<file path="config.mk">
export PLATFORM = sky130hd
export DESIGN_NAME = ucc_top
export DESIGN_NICKNAME = d
export VERILOG_FILES = /design/src/pkg/ucc_pkg.sv /design/src/verilog/ucc_top.sv
export SDC_FILE = /design/constraint.sdc
export NUM_CORES = 1
export LEC_CHECK = 0
export BUFFER_PORTS_ARGS = -buffer_cell sky130_fd_sc_hd__buf_2
export CORE_MARGIN = 5
export CORE_UTILIZATION = 55
export DETAILED_ROUTE_END_ITERATION = 8
export PLACE_DENSITY = 0.75
export SYNTH_ARGS = -nofsm -noshare
export SYNTH_HDL_FRONTEND = slang
export SYNTH_SLANG_ARGS = --single-unit
</file>
<file path="constraint.sdc">
create_clock -name clk -period 3.8 [get_ports clk]
set_input_delay 0.19 -clock clk [delete_from_list [all_inputs] [get_ports clk]]
set_output_delay 0.19 -clock clk [all_outputs]
set_load 0.05 [all_outputs]
</file>
<file path="src/pkg/ucc_pkg.sv">
`default_nettype none
package ucc_pkg;
   localparam int CLK_HZ = 25_000_000;
   localparam int TI_UPD_MS = 200;
   localparam int EXT_MIN_HZ = 100_000;
   localparam logic [23:0] REF_HI = 24'd100000;
   localparam logic [23:0] REF_LO = 24'd10000;
   localparam logic [23:0] MUX_HI = 24'd20000;
   localparam logic [23:0] MUX_LO = 24'd2000;
   localparam logic [23:0] DIG_HI = MUX_HI / 24'd8;
   localparam logic [23:0] DIG_LO = MUX_LO / 24'd8;
   localparam logic [23:0] GAP_HI = 24'd2000000;
   localparam logic [23:0] GAP_LO = 24'd200000;
   localparam logic [23:0] TI_UPD = 24'(CLK_HZ / 1000 * TI_UPD_MS);
   localparam logic [7:0] EXT_TMO = 8'(CLK_HZ / EXT_MIN_HZ);
   localparam logic [3:0][9:0] WIN_M1 = {10'h3E7, 10'h063, 10'h009, 10'h000};
   localparam logic [7:0] A_CTRL = 8'h00;
   localparam logic [7:0] A_STAT = 8'h04;
   localparam logic [7:0] A_DISP = 8'h08;
   localparam logic [2:0] PH_EXT = 3'h0;
   localparam logic [2:0] PH_MHZ = 3'h1;
   localparam logic [2:0] PH_EDP = 3'h2;
   localparam logic [2:0] PH_OFF = 3'h3;
   localparam logic [2:0] PH_TEST = 3'h7;
   localparam logic [2:0] PH_LAST_RANGE = 3'h3;
   localparam logic [7:0] SEG_ALL = 8'hFF;
   localparam logic [1:0] RESP_OK = 2'h0;
   localparam logic [1:0] RESP_SLVERR = 2'h2;
   typedef enum logic [2:0] {
      FN_FREQ = 3'b000,
      FN_PERIOD = 3'b001,
      FN_RATIO = 3'b010,
      FN_TI = 3'b011,
      FN_UNIT = 3'b100,
      FN_OSC = 3'b101
   } ucc_fn_e;
   typedef enum logic [1:0] {
      ST_GAP = 2'b00,
      ST_ARM = 2'b01,
      ST_RUN = 2'b10,
      ST_UPD = 2'b11
   } ucc_st_e;
   typedef struct packed {
      logic [1:0] range;
      logic ext_osc;
      logic mhz1;
      logic ext_dp;
      logic off_sel;
      logic test;
      logic [2:0] dp_sel;
   } ucc_strap_s;
endpackage
`default_nettype wire

</file>
<file path="src/verilog/ucc_top.sv">
// Design decisions made here: the placing of the registers and the AXI4-Lite interface to the registers.
`timescale 1ns/1ps
`default_nettype none
// Function
// - Range sets window to 1, 10, 100 or 1000 reference counts.
// - Range change outside unit count aborts without display update.
// - Control input decodes several scan phases independently.
// - Phase four strap plus hold floats drivers, stops measuring.
// - Hold falling after display off starts a new measurement.
// - Display test shows all eights and points; off still blanks.
// - 1MHz select divides timebase by ten to the fourth.
// - 1MHz select moves point right in period and interval.
// - External timebase replaces the crystal when enabled.
// - External timebase below 100kHz falls back to crystal.
// - External point lights strapped digit, limits zero blanking.
// - Hold outside unit count aborts, clears main counter, keeps display latches.
// - Unit count hold freezes display while counting continues.
// - Reset input clears counter, aborts, shows all zeros.
// - Activity output low while measuring, high in gaps.
// - Point position follows function and range.
// - Overflow lights the point during digit eight time.
// - Primed single range measures one interval; repeats self-prime.
// - Interval waits 200ms after B falls before the next cycle.
// - Multiplex rate is timebase over 2e4, or 2e3 at 1MHz.
// - Measurement spacing is 2e6, or 2e5 at 1MHz, periods.
// - Range and control inputs decode by scan phase.
// - Only high-to-low input transitions are counted or timed.
// - Window end latches main counter, then clears it.
module ucc_top #(
   parameter logic [23:0] REF_HI = ucc_pkg::REF_HI,
   parameter logic [23:0] REF_LO = ucc_pkg::REF_LO,
   parameter logic [23:0] GAP_HI = ucc_pkg::GAP_HI,
   parameter logic [23:0] GAP_LO = ucc_pkg::GAP_LO,
   parameter logic [23:0] TI_UPD = ucc_pkg::TI_UPD
) (
   input wire logic clk,
   input wire logic rst_n,
   input wire logic ce,
   input wire logic input_a,
   input wire logic input_b,
   input wire logic hold,
   input wire logic meas_reset,
   input wire logic range_in,
   input wire logic control_in,
   input wire logic point_select_in,
   input wire logic external_timebase_in,
   output logic [7:0] seg_out,
   output logic [7:0] digit_out,
   output logic drv_oe,
   output logic meas_gap,
   input wire logic [7:0] s_axi_awaddr,
   input wire logic s_axi_awvalid,
   output logic s_axi_awready,
   input wire logic [31:0] s_axi_wdata,
   input wire logic [3:0] s_axi_wstrb,
   input wire logic s_axi_wvalid,
   output logic s_axi_wready,
   output logic [1:0] s_axi_bresp,
   output logic s_axi_bvalid,
   input wire logic s_axi_bready,
   input wire logic [7:0] s_axi_araddr,
   input wire logic s_axi_arvalid,
   output logic s_axi_arready,
   output logic [31:0] s_axi_rdata,
   output logic [1:0] s_axi_rresp,
   output logic s_axi_rvalid,
   input wire logic s_axi_rready
);
   ucc_pkg::ucc_strap_s strap, next_strap;
   ucc_pkg::ucc_fn_e fn, next_fn;
   ucc_pkg::ucc_st_e st, next_st;
   logic [2:0] phase, next_phase;
   logic [23:0] dig_cnt, next_dig_cnt, div_cnt, next_div_cnt;
   logic [23:0] cnt, next_cnt, ref_max, dig_max, gap_max;
   logic [7:0] wd_cnt, next_wd_cnt;
   logic ext_fail, next_ext_fail, ext_q, a_q, b_q;
   logic tick, tb100, ph_end, off_now, ext_act, a_f, b_f;
   logic abort_q, next_abort_q, wd_trip, clr_q;
   logic [1:0] range_q;
   logic [31:0] main, next_main, disp, next_disp;
   logic ovf, next_ovf, dovf, next_dovf;
   logic [9:0] ref_cnt, next_ref_cnt;
   logic pa, next_pa, ti_open, next_ti_open;
   logic main_ev, ref_ev;
   logic [32:0] inc;
   logic [2:0] pos;
   logic [3:0] nib;
   logic blank;
   logic [7:0] next_seg;
   logic aw_got, next_aw_got, w_got, next_w_got;
   logic [7:0] waddr, next_waddr;
   logic [31:0] wdat, next_wdat, next_rdata;
   logic wstb0, next_wstb0, next_bvalid, next_rvalid;
   logic [1:0] next_bresp, next_rresp;

   function automatic logic [32:0] bcd_inc(input logic [31:0] v);
      logic [31:0] r;
      logic c;
      r = v;
      c = 1'b1;
      for (int i = 0; i < 8; i++) begin
         if (c && r[i*4 +: 4] == 4'h9) begin
            r[i*4 +: 4] = 4'h0;
         end else if (c) begin
            r[i*4 +: 4] = r[i*4 +: 4] + 4'h1;
            c = 1'b0;
         end
      end
      return {c, r};
   endfunction

   function automatic logic [6:0] seg7(input logic [3:0] d);
      case (d)
         4'h0: return 7'h3F;
         4'h1: return 7'h06;
         4'h2: return 7'h5B;
         4'h3: return 7'h4F;
         4'h4: return 7'h66;
         4'h5: return 7'h6D;
         4'h6: return 7'h7D;
         4'h7: return 7'h07;
         4'h8: return 7'h7F;
         4'h9: return 7'h6F;
         default: return 7'h00;
      endcase
   endfunction

   // While the external timebase fails, every clock counts as a tick.
   assign ext_act = strap.ext_osc && !ext_fail;
   assign tick = ext_act ? (ext_q && !external_timebase_in) : 1'b1;
   assign off_now = strap.off_sel && hold;
   assign ref_max = strap.mhz1 ? REF_LO : REF_HI;
   assign dig_max = strap.mhz1 ? ucc_pkg::DIG_LO : ucc_pkg::DIG_HI;
   assign gap_max = strap.mhz1 ? GAP_LO : GAP_HI;
   // Switching to the shorter 1MHz counts can leave a counter past its new
   // end, so the divider end test is a bound; the digit end test is still a match.
   assign tb100 = tick && div_cnt >= ref_max - 24'h1;
   assign ph_end = tick && dig_cnt == dig_max - 24'h1;
   assign a_f = a_q && !input_a;
   assign b_f = b_q && !input_b;
   assign wd_trip = next_ext_fail && !ext_fail;

   always_comb begin
      next_div_cnt = div_cnt;
      next_dig_cnt = dig_cnt;
      next_phase = phase;
      next_strap = strap;
      next_wd_cnt = wd_cnt;
      next_ext_fail = ext_fail;
      if (tick) begin
         next_div_cnt = tb100 ? 24'h0 : div_cnt + 24'h1;
         next_dig_cnt = ph_end ? 24'h0 : dig_cnt + 24'h1;
      end
      if (ph_end) begin
         next_phase = phase + 3'h1;
      end
      if (ph_end && !off_now) begin
         if (range_in && phase <= ucc_pkg::PH_LAST_RANGE) begin
            next_strap.range = phase[1:0];
         end
         if (point_select_in) begin
            next_strap.dp_sel = phase;
         end
         case (phase)
            ucc_pkg::PH_EXT: next_strap.ext_osc = control_in;
            ucc_pkg::PH_MHZ: next_strap.mhz1 = control_in;
            ucc_pkg::PH_EDP: next_strap.ext_dp = control_in;
            ucc_pkg::PH_OFF: next_strap.off_sel = control_in;
            ucc_pkg::PH_TEST: next_strap.test = control_in;
            default: ;
         endcase
      end
      if (!strap.ext_osc) begin
         next_wd_cnt = 8'h0;
         next_ext_fail = 1'b0;
      end else if (ext_q && !external_timebase_in) begin
         next_wd_cnt = 8'h0;
      end else if (wd_cnt == ucc_pkg::EXT_TMO - 8'h1) begin
         next_ext_fail = 1'b1;
      end else begin
         next_wd_cnt = wd_cnt + 8'h1;
      end
   end

   always_ff @(posedge clk or negedge rst_n) begin
      if (!rst_n) begin
         div_cnt <= 24'h0;
         dig_cnt <= 24'h0;
         phase <= 3'h0;
         strap <= '0;
         wd_cnt <= 8'h0;
         ext_fail <= 1'b0;
         ext_q <= 1'b0;
         a_q <= 1'b0;
         b_q <= 1'b0;
         range_q <= 2'h0;
         abort_q <= 1'b0;
         clr_q <= 1'b0;
      end else if (ce) begin
         div_cnt <= next_div_cnt;
         dig_cnt <= next_dig_cnt;
         phase <= next_phase;
         strap <= next_strap;
         wd_cnt <= next_wd_cnt;
         ext_fail <= next_ext_fail;
         ext_q <= external_timebase_in;
         a_q <= input_a;
         b_q <= input_b;
         range_q <= strap.range;
         abort_q <= next_abort_q;
         clr_q <= meas_reset;
      end
   end

   // Hold and display off stay asserted as long as the level lasts.
   always_comb begin
      next_abort_q = meas_reset || off_now || wd_trip;
      if (fn != ucc_pkg::FN_UNIT) begin
         next_abort_q = next_abort_q || hold;
         next_abort_q = next_abort_q || strap.range != range_q;
      end
   end

   always_comb begin
      main_ev = 1'b0;
      ref_ev = 1'b0;
      case (fn)
         ucc_pkg::FN_FREQ: begin
            main_ev = a_f;
            ref_ev = tb100;
         end
         ucc_pkg::FN_PERIOD: begin
            main_ev = tick;
            ref_ev = a_f;
         end
         ucc_pkg::FN_RATIO: begin
            main_ev = a_f;
            ref_ev = b_f;
         end
         ucc_pkg::FN_TI: begin
            main_ev = tick && ti_open;
            ref_ev = b_f && ti_open;
         end
         ucc_pkg::FN_UNIT: main_ev = a_f;
         ucc_pkg::FN_OSC: begin
            main_ev = tick;
            ref_ev = tb100;
         end
         default: ;
      endcase
   end

   always_comb begin
      next_st = st;
      next_main = main;
      next_ovf = ovf;
      next_disp = disp;
      next_dovf = dovf;
      next_ref_cnt = ref_cnt;
      next_cnt = cnt;
      next_pa = pa;
      next_ti_open = ti_open;
      inc = bcd_inc(main);
      case (st)
         ucc_pkg::ST_GAP: begin
            if (tick && cnt >= gap_max - 24'h1) begin
               next_st = ucc_pkg::ST_ARM;
               next_cnt = 24'h0;
            end else if (tick) begin
               next_cnt = cnt + 24'h1;
            end
         end
         ucc_pkg::ST_ARM: begin
            next_ref_cnt = 10'h0;
            if (fn == ucc_pkg::FN_UNIT) begin
               next_st = ucc_pkg::ST_RUN;
            end else if (fn == ucc_pkg::FN_TI) begin
               if (a_f) begin
                  next_pa = 1'b1;
               end
               if (b_f && pa) begin
                  next_pa = 1'b0;
                  next_st = ucc_pkg::ST_RUN;
               end
            end else if (ref_ev) begin
               next_st = ucc_pkg::ST_RUN;
            end
         end
         ucc_pkg::ST_RUN: begin
            if (main_ev) begin
               next_main = inc[31:0];
               next_ovf = ovf || inc[32];
            end
            if (fn == ucc_pkg::FN_TI && a_f) begin
               next_ti_open = 1'b1;
            end
            if (fn == ucc_pkg::FN_TI && b_f) begin
               next_ti_open = 1'b0;
            end
            if (fn == ucc_pkg::FN_UNIT) begin
               if (!hold) begin
                  next_disp = next_main;
                  next_dovf = next_ovf;
               end
            end else if (ref_ev &&
                         ref_cnt == ucc_pkg::WIN_M1[strap.range]) begin
               next_disp = next_main;
               next_dovf = next_ovf;
               next_main = 32'h0;
               next_ovf = 1'b0;
               next_cnt = 24'h0;
               if (fn == ucc_pkg::FN_TI) begin
                  next_st = ucc_pkg::ST_UPD;
               end else begin
                  next_st = ucc_pkg::ST_GAP;
               end
            end else if (ref_ev) begin
               next_ref_cnt = ref_cnt + 10'h1;
            end
         end
         ucc_pkg::ST_UPD: begin
            if (cnt == TI_UPD - 24'h1) begin
               next_st = ucc_pkg::ST_GAP;
               next_cnt = 24'h0;
            end else begin
               next_cnt = cnt + 24'h1;
            end
         end
         default: next_st = ucc_pkg::ST_GAP;
      endcase
      // The interval update time runs out even across an abort.
      if (abort_q) begin
         next_main = 32'h0;
         next_ovf = 1'b0;
         next_pa = 1'b0;
         next_ti_open = 1'b0;
         next_disp = clr_q ? 32'h0 : disp;
         next_dovf = clr_q ? 1'b0 : dovf;
         if (st != ucc_pkg::ST_UPD) begin
            next_st = ucc_pkg::ST_ARM;
            next_cnt = 24'h0;
         end
      end
   end

   always_ff @(posedge clk or negedge rst_n) begin
      if (!rst_n) begin
         st <= ucc_pkg::ST_ARM;
         main <= 32'h0;
         ovf <= 1'b0;
         disp <= 32'h0;
         dovf <= 1'b0;
         ref_cnt <= 10'h0;
         cnt <= 24'h0;
         pa <= 1'b0;
         ti_open <= 1'b0;
         meas_gap <= 1'b1;
      end else if (ce) begin
         st <= next_st;
         main <= next_main;
         ovf <= next_ovf;
         disp <= next_disp;
         dovf <= next_dovf;
         ref_cnt <= next_ref_cnt;
         cnt <= next_cnt;
         pa <= next_pa;
         ti_open <= next_ti_open;
         meas_gap <= next_st != ucc_pkg::ST_RUN;
      end
   end

   always_comb begin
      pos = {1'b0, strap.range} + 3'h1;
      if (fn == ucc_pkg::FN_RATIO) begin
         pos = {1'b0, strap.range};
      end else if (fn == ucc_pkg::FN_UNIT) begin
         pos = 3'h0;
      end else if (strap.mhz1 && (fn == ucc_pkg::FN_PERIOD ||
                                  fn == ucc_pkg::FN_TI)) begin
         pos = pos - 3'h1;
      end
      if (strap.ext_dp) begin
         pos = strap.dp_sel;
      end
      nib = disp[{phase, 2'b00} +: 4];
      blank = phase > pos && (disp >> {phase, 2'b00}) == 32'h0 && !dovf;
      next_seg = blank ? 8'h00 : {1'b0, seg7(nib)};
      if (phase == pos) begin
         next_seg[7] = 1'b1;
      end
      if (phase == 3'h7 && dovf) begin
         next_seg[7] = 1'b1;
      end
      if (strap.test) begin
         next_seg = ucc_pkg::SEG_ALL;
      end
   end

   always_ff @(posedge clk or negedge rst_n) begin
      if (!rst_n) begin
         seg_out <= 8'h00;
         digit_out <= 8'h00;
         drv_oe <= 1'b0;
      end else if (ce) begin
         seg_out <= next_seg;
         digit_out <= 8'h01 << phase;
         drv_oe <= !off_now;
      end
   end

   assign s_axi_awready = ce && !aw_got && !s_axi_bvalid;
   assign s_axi_wready = ce && !w_got && !s_axi_bvalid;
   assign s_axi_arready = ce && !s_axi_rvalid;

   always_comb begin
      next_aw_got = aw_got;
      next_w_got = w_got;
      next_waddr = waddr;
      next_wdat = wdat;
      next_wstb0 = wstb0;
      next_fn = fn;
      next_bvalid = s_axi_bvalid;
      next_bresp = s_axi_bresp;
      next_rvalid = s_axi_rvalid;
      next_rresp = s_axi_rresp;
      next_rdata = s_axi_rdata;
      if (s_axi_awvalid && s_axi_awready) begin
         next_aw_got = 1'b1;
         next_waddr = s_axi_awaddr;
      end
      if (s_axi_wvalid && s_axi_wready) begin
         next_w_got = 1'b1;
         next_wdat = s_axi_wdata;
         next_wstb0 = s_axi_wstrb[0];
      end
      if (s_axi_bvalid && s_axi_bready) begin
         next_bvalid = 1'b0;
      end
      if (aw_got && w_got) begin
         next_aw_got = 1'b0;
         next_w_got = 1'b0;
         next_bvalid = 1'b1;
         next_bresp = ucc_pkg::RESP_OK;
         if (waddr == ucc_pkg::A_CTRL) begin
            if (wstb0) begin
               next_fn = ucc_pkg::ucc_fn_e'(wdat[2:0]);
            end
         end else if (waddr != ucc_pkg::A_STAT &&
                      waddr != ucc_pkg::A_DISP) begin
            next_bresp = ucc_pkg::RESP_SLVERR;
         end
      end
      if (s_axi_rvalid && s_axi_rready) begin
         next_rvalid = 1'b0;
      end
      if (s_axi_arvalid && s_axi_arready) begin
         next_rvalid = 1'b1;
         next_rresp = ucc_pkg::RESP_OK;
         if (s_axi_araddr == ucc_pkg::A_CTRL) begin
            next_rdata = {29'h0, fn};
         end else if (s_axi_araddr == ucc_pkg::A_STAT) begin
            next_rdata = {24'h0, ext_act, strap.range, ext_fail, dovf,
                          meas_gap, st};
         end else if (s_axi_araddr == ucc_pkg::A_DISP) begin
            next_rdata = disp;
         end else begin
            next_rdata = 32'h0;
            next_rresp = ucc_pkg::RESP_SLVERR;
         end
      end
   end

   always_ff @(posedge clk or negedge rst_n) begin
      if (!rst_n) begin
         aw_got <= 1'b0;
         w_got <= 1'b0;
         waddr <= 8'h00;
         wdat <= 32'h0;
         wstb0 <= 1'b0;
         fn <= ucc_pkg::FN_FREQ;
         s_axi_bvalid <= 1'b0;
         s_axi_bresp <= 2'h0;
         s_axi_rvalid <= 1'b0;
         s_axi_rresp <= 2'h0;
         s_axi_rdata <= 32'h0;
      end else if (ce) begin
         aw_got <= next_aw_got;
         w_got <= next_w_got;
         waddr <= next_waddr;
         wdat <= next_wdat;
         wstb0 <= next_wstb0;
         fn <= next_fn;
         s_axi_bvalid <= next_bvalid;
         s_axi_bresp <= next_bresp;
         s_axi_rvalid <= next_rvalid;
         s_axi_rresp <= next_rresp;
         s_axi_rdata <= next_rdata;
      end
   end
endmodule // ucc_top
`default_nettype wire

</file>
# Word-level counts from Yosys, hierarchy flattened
# Memories as Yosys holds them, arrays and structs flattened.
# Index checks and enable logic that the tools add are counted.
[word_totals]
output_inout_bits = 59
inputBits = 68
register_bits = 254
mem_bits_ro = 112
n_memories = 1
word_cells = 330
[classes]
n_reduce_logical = 100
n_lt_le_gt_ge = 5
muxes = 120
eq_ne = 40
shifts = 3
n_addsub = 19
[mem_list]
columns = ["name", "depth", "width", "read_ports", "rd_clocked_by_memory_dff", "write_ports", "line_no", "source"]
rows = [
  ["(name not given)", 16, 7, 1, 0, 0, "ucc_top.sv:113", "case (d)"],
]
[ops]
columns = ["cell", "n"]
rows = [
  ["$mux 32", 14],
  ["$mux 24", 9],
  ["$add 24x1->24 const B", 3],
  ["$pmux 24 s3", 1],
  ["$mux 4", 15],
  ["$ge 24x24->1", 2],
  ["$mux 1", 44],
  ["$logic_and 1x1->1", 40],
  ["$mux 10", 4],
  ["$add 4x1->4 const B", 8],
  ["$eq 4x4->1 const B", 8],
  ["$logic_not 32->1", 1],
  ["$mux 2", 16],
  ["$mux 8", 4],
  ["$shiftx 32x6->4", 1],
  ["$shr 32x5->32", 1],
  ["$eq 24x23->1 const B", 1],
  ["$eq 24x24->1", 1],
  ["$reduce_and 2->1", 12],
  ["$reduce_and 3->1", 8],
  ["$sub 21x1->22 const B", 1],
  ["$mux 21", 1],
  ["$bmux 10 s2", 1],
  ["$pmux 10 s2", 1],
  ["other kinds (45)", 90],
]

# Depth between registers and ports, before layout
[depth]
ltp_word = 22
mapped_depth = 15
ltp_nobuf = 14

# Worst setup path before layout
# Ideal clock, no wire load.
[synth_timing]
path_kind = "flip-flop to flip-flop"
startpoint = "reg strap[9] (netlist name)"
endpoint = "reg seg_out[2]"
required_time_ps = 3681
path_buffers = 1
setup_ps = 119
stages_incl_launch_ff = 13
slack_ps = 715
synth_period_minus_slack_ps = 3085
arrival_time_ps = 2966
cell_sequence = "dfrtp_1 > clkbuf_1 > inv_1 > ha_1 > a22o_1 > a221o_1 > mux2i_1 > ha_1 > a31oi_1 > o2111ai_1 > a2111oi_0 > o21bai_1 > and2_1"
[synth_between]
elab_chain_len = 11
[synth_rtl]
columns = ["item", "line_no", "source"]
rows = [
  ["from (decl)", "ucc_top.sv:69", "ucc_pkg::ucc_strap_s strap, next_strap;"],
  ["from (signal assigned)", "ucc_top.sv:203", "strap <= next_strap;"],
  ["$add 2x1->3", "ucc_top.sv:373", "pos = {1'b0, strap.range} + 3'h1;"],
  ["$sub 3x1->3", "ucc_top.sv:380", "pos = pos - 3'h1;"],
  ["$mux 3", "ucc_top.sv:378", "end else if (strap.mhz1 && (fn == ucc_pkg::FN_PERIOD ||"],
  ["$mux 3", "ucc_top.sv:376", "end else if (fn == ucc_pkg::FN_UNIT) begin"],
  ["$mux 3 *", "ucc_top.sv:374", "if (fn == ucc_pkg::FN_RATIO) begin"],
  ["$mux 3 *", "ucc_top.sv:382", "if (strap.ext_dp) begin"],
  ["$gt 3x3->1 *", "ucc_top.sv:386", "blank = phase > pos && (disp >> {phase, 2'b00}) == 32'h0 && !dovf;"],
  ["$logic_and 1x1->1 * (2 in series)", "ucc_top.sv:386", ""],
  ["$mux 7 *", "ucc_top.sv:387", "next_seg = blank ? 8'h00 : {1'b0, seg7(nib)};"],
  ["$mux 8 *", "ucc_top.sv:394", "if (strap.test) begin"],
  ["to (signal assigned)", "ucc_top.sv:405", "seg_out <= next_seg;"],
  ["to (decl)", "ucc_top.sv:47", "output logic [7:0] seg_out,"],
]
# Every way passes the cells marked *; elsewhere a longest branch is shown, timed or not.
# A chain may end at the register's enable or synchronous reset.

# Worst setup path in the final report
[layout_timing]
startpoint = "reg strap[6] (netlist name)"
endpoint = "reg main[11]"
[layout_between]
elab_chain_len = 10
[layout_rtl]
columns = ["item", "line_no", "source"]
rows = [
  ["$mux 17", "ucc_top.sv:132", "assign ref_max = strap.mhz1 ? REF_LO : REF_HI;"],
  ["$sub 17x1->18", "ucc_top.sv:137", "assign tb100 = tick && div_cnt >= ref_max - 24'h1;"],
  ["$ge 24x24->1", "ucc_top.sv:137", ""],
  ["$logic_and 1x1->1", "ucc_top.sv:137", ""],
  ["$pmux 1 s4", "ucc_top.sv:227", "case (fn)"],
  ["$logic_and 1x1->1", "ucc_top.sv:305", "end else if (ref_ev &&"],
  ["$mux 32", "ucc_top.sv:305", ""],
  ["$mux 32", "ucc_top.sv:300", "if (fn == ucc_pkg::FN_UNIT) begin"],
  ["$mux 32", "ucc_top.sv:264", "case (st)"],
  ["$mux 32", "ucc_top.sv:332", "if (abort_q) begin"],
  ["to (signal assigned)", "ucc_top.sv:360", "main <= next_main;"],
  ["to (decl)", "ucc_top.sv:80", "logic [31:0] main, next_main, disp, next_disp;"],
]
# No other way between the ends. The select of a mux whose other input is x is not followed.

==> impl_metrics.toml <==
[outcome]
status = "completed"

[critical_path]
cp-start-kind = "flip-flop"
r2r_slack_ns = 0.24
crit_path_max_incr_delay_ns = 0.88
end_kind = "flip-flop"
r2r_start = "strap[6]$_DFFE_PN0P_"
timing.rr.end = "main[11]$_DFFE_PN0P_"
cp_common_cell = "buf_4"
cp_max_fo = 11
reg2reg_depth = 10
crit_required_ns = 4.28
crit_buf_inv = 3
cp_data_arrival_time_ns = 4.04
cp_slowest_cell = "nor2_1"
crit_family = "simple AND/OR/NAND/NOR gates"
path_cells = "inv_1 -> ha_1 -> a311oi_2 -> o22ai_1 -> or3_1 -> o221a_1 -> buf_4 -> buf_4 -> nor2_1 -> a32o_1"
crit_type = "reg2reg"

[yosys]
yosys_warnings = 0
ys_seq_area_share_pct = 44.94
async_flop_share_pct = 100.0
synth-edff-count = 0
synth_area_leader_cell = "dfrtp_1"
netlist.area_leader.share_pct = 44.56
syn_avg_cell_area_um2 = 9.583
synth_cells = 1465
synthFlopType = "dfrtp_1"
yosysMostFrequentCell = "dfrtp_1"
yosys-top-cells-area = "dfrtp_1 45%, ha_1 4.8%, nand2_1 4.4%, mux2_2 3.3%, nor2_1 3.3%"
synthesis.area_um2 = 14040
synth_common_cells = "250 x dfrtp_1, 165 x nand2_1, 122 x nor2_1"
netlist-cell-type-count = 79
ys_ff_latch = 252

[detailed_routing]
wire_per_inst_um = 18.99
drc = 0
detail_route.first_pass.iterations = 5
vias = 12051
drt_iter0_markers = 1019
detail-route-antenna-nets = 0
postRouteWirelength_um = 36580
viasPerCell = 6.257

[final_layout]
final-seq-area_um2 = 6309
drive_gt1_share_pct = 16.18
fin_cells = 1926
stdcell_area_um2 = 16130
fin_nets = 1694
multi_input_area_um2 = 7315
nFillCells = 1947
areaGrowthSynthToFinish_pct = 14.93
final_core_util_pct = 64.07

[placement]
placed_cells = 1850
port_buffers = 92
placed_area_um2 = 14920
dpl.hpwl_um = 25510
gp_congestion = 0.9170

[timing]
tns_ns = 0
fmax_mhz = 281.1
timing.hold.ws_ns = 0.03365
period_needed_ns = 3.558
skew_ns = 0.02703
finalSetupViolCount = 0
rsz0062_at_grt = "no"
finalHoldViolations = 0
max_slew_margin_pct = 22.97
drv_slew = 0
finalCritPeriodShare_pct = 93.63
tightest_slew_ns = 1.151

[min_path]
hold_depth = 3
hold_path_class = "in2reg"
worstHoldEndpoint = "s_axi_rresp[1]$_DFFE_PN0P_"
min_from = "s_axi_araddr[2]"

[global_route]
antenna_found_initial = 0
grt_pass1_wl_um = 60200
grt_max_degree = 112
grt_pass1_vias = 11698
grt_usage_pct = 25.19
overflow = 0

[die]
fp-row-count = 58
die-area_um2 = 28820
ios = 127
die_w_um = 169.8
core_um2 = 25180
initial_core_util_pct = 55.75
die_y_um = 169.8

[pwr]
pwr_density_cell_nw_per_um2 = 421.7
ir_worst_vdd_uv = 343.9
leakagePower_nw = 7.238

[clocking]
clockRootBuffer = "clkbuf_16"
clkTransAtPathRegs_ns = 0.06
cts_htree_levels = 1
cts_buffers = 29
postCtsSetupBuffers = 0
clock_latency_ns = 0.55
clockBufferDepth = 3
tritoncts = "yes"
clkSinkCount = 252

[run]
maxCapViolations = 0
[state kept, by name, indices dropped and copies added (netlist names), 2 cells and up]
name	flops
disp	32
main	32
s_axi_rdata	32
cnt	24
dig_cnt	24
div_cnt	24
ref_cnt	10
strap	10
digit_out	8
seg_out	8
waddr	8
wd_cnt	8
fn	3
phase	3
wdat	3
range_q	2
st	2
[logic make-up after synthesis]
family	count (synthesis)	synth area share [%]
buffers and inverters	109	3.217
and+or+nand+nor	565	19.84
DFF	252	44.94
adders and majority gates	54	4.813
other	1	0.02671
xor gates and xnor gates	50	3.119
muxes	70	6.069
AOI/OAI and AO/OA	364	17.98
[layer usage]
metal	global-route usage (%)	routed length, um	share of wire, %	vias up
met4	6.265	898	2.5	0
met5	0	0	0	-
li1	-	-	-	5619
met2	41.33	17320	47	374
met3	3.913	2224	6.1	74
met1	35.40	16140	44	5984
[worst max-delay path by stage]
| stage | to | slack, ns | startpoint | cells after the start |
|---|---|---|---|---|
| final | main[11]$_DFFE_PN0P_ | 0.24 | strap[6]$_DFFE_PN0P_ | 10 |
| after floorplan | seg_out[2]$_DFFE_PN0P_ | 0.72 | strap[9]$_DFFE_PN0P_ | 12 |
| after global placement | main[11]$_DFFE_PN0P_ | 0.38 | strap[6]$_DFFE_PN0P_ | 10 |
| after CTS | seg_out[2]$_DFFE_PN0P_ | 0.29 | strap[9]$_DFFE_PN0P_ | 13 |
| after global routing | main[11]$_DFFE_PN0P_ | 0.12 | strap[6]$_DFFE_PN0P_ | 10 |
| after detailed placement | main[11]$_DFFE_PN0P_ | 0.31 | strap[6]$_DFFE_PN0P_ | 10 |
[layout by cell type, fill, tap and decap left out, drive strengths merged, types with 39 or more instances in the layout]
master	netlist	routed
nor2	122	122
mux2	41	41
nor3	41	41
nand3	57	57
o21ai	84	84
dfrtp	250	250
nand2	165	165
clkbuf	47	39
a21oi	74	74
ha	54	54
buf	26	127
[layout make-up]
class | count | share of cell area (%)
Clock buffer | 39 | 5.041
Sequential cell | 252 | 39.10
Multi-Input combinational cell | 1105 | 45.34
Antenna cell | 1 | 0.01551
Inverter | 36 | 0.8375
Timing Repair Buffer | 148 | 6.002
Tap cell | 330 | 2.559
Clock inverter | 15 | 1.109
[worst min-delay path: cells and delay by family]
kind,cells,cell delay [ns]
compound gates,2,0.19
buf+inv,1,0.15
[power breakdown]
group / total (W) / switching (W) / internal, W
Clock: 0.00289 / 0.00112 / 0.00177
Sequential: 0.00305 / 0.000182 / 0.00287
Combinational: 0.000868 / 0.000556 / 0.000312
Total: 0.00680 / 0.00186 / 0.00495
[timing repair]
action                                 4_1_cts  5_1_grt
gates resized for setup                      0        2
endpoints found under the hold margin      133        0
hold buffers                                21        0
setup endpoints to repair                    0        6
[through the flow]
step	worst slack (ns)	power, W
CTS	0.2914	0.006839
floorplan	0.7153	0.003641
finish	0.2420	0.006803
detailed placement	0.3095	0.003930
global placement	0.3784	0.003899
global route	0.1163	0.007068
Note: power is estimated with default switching activity, not from simulation.
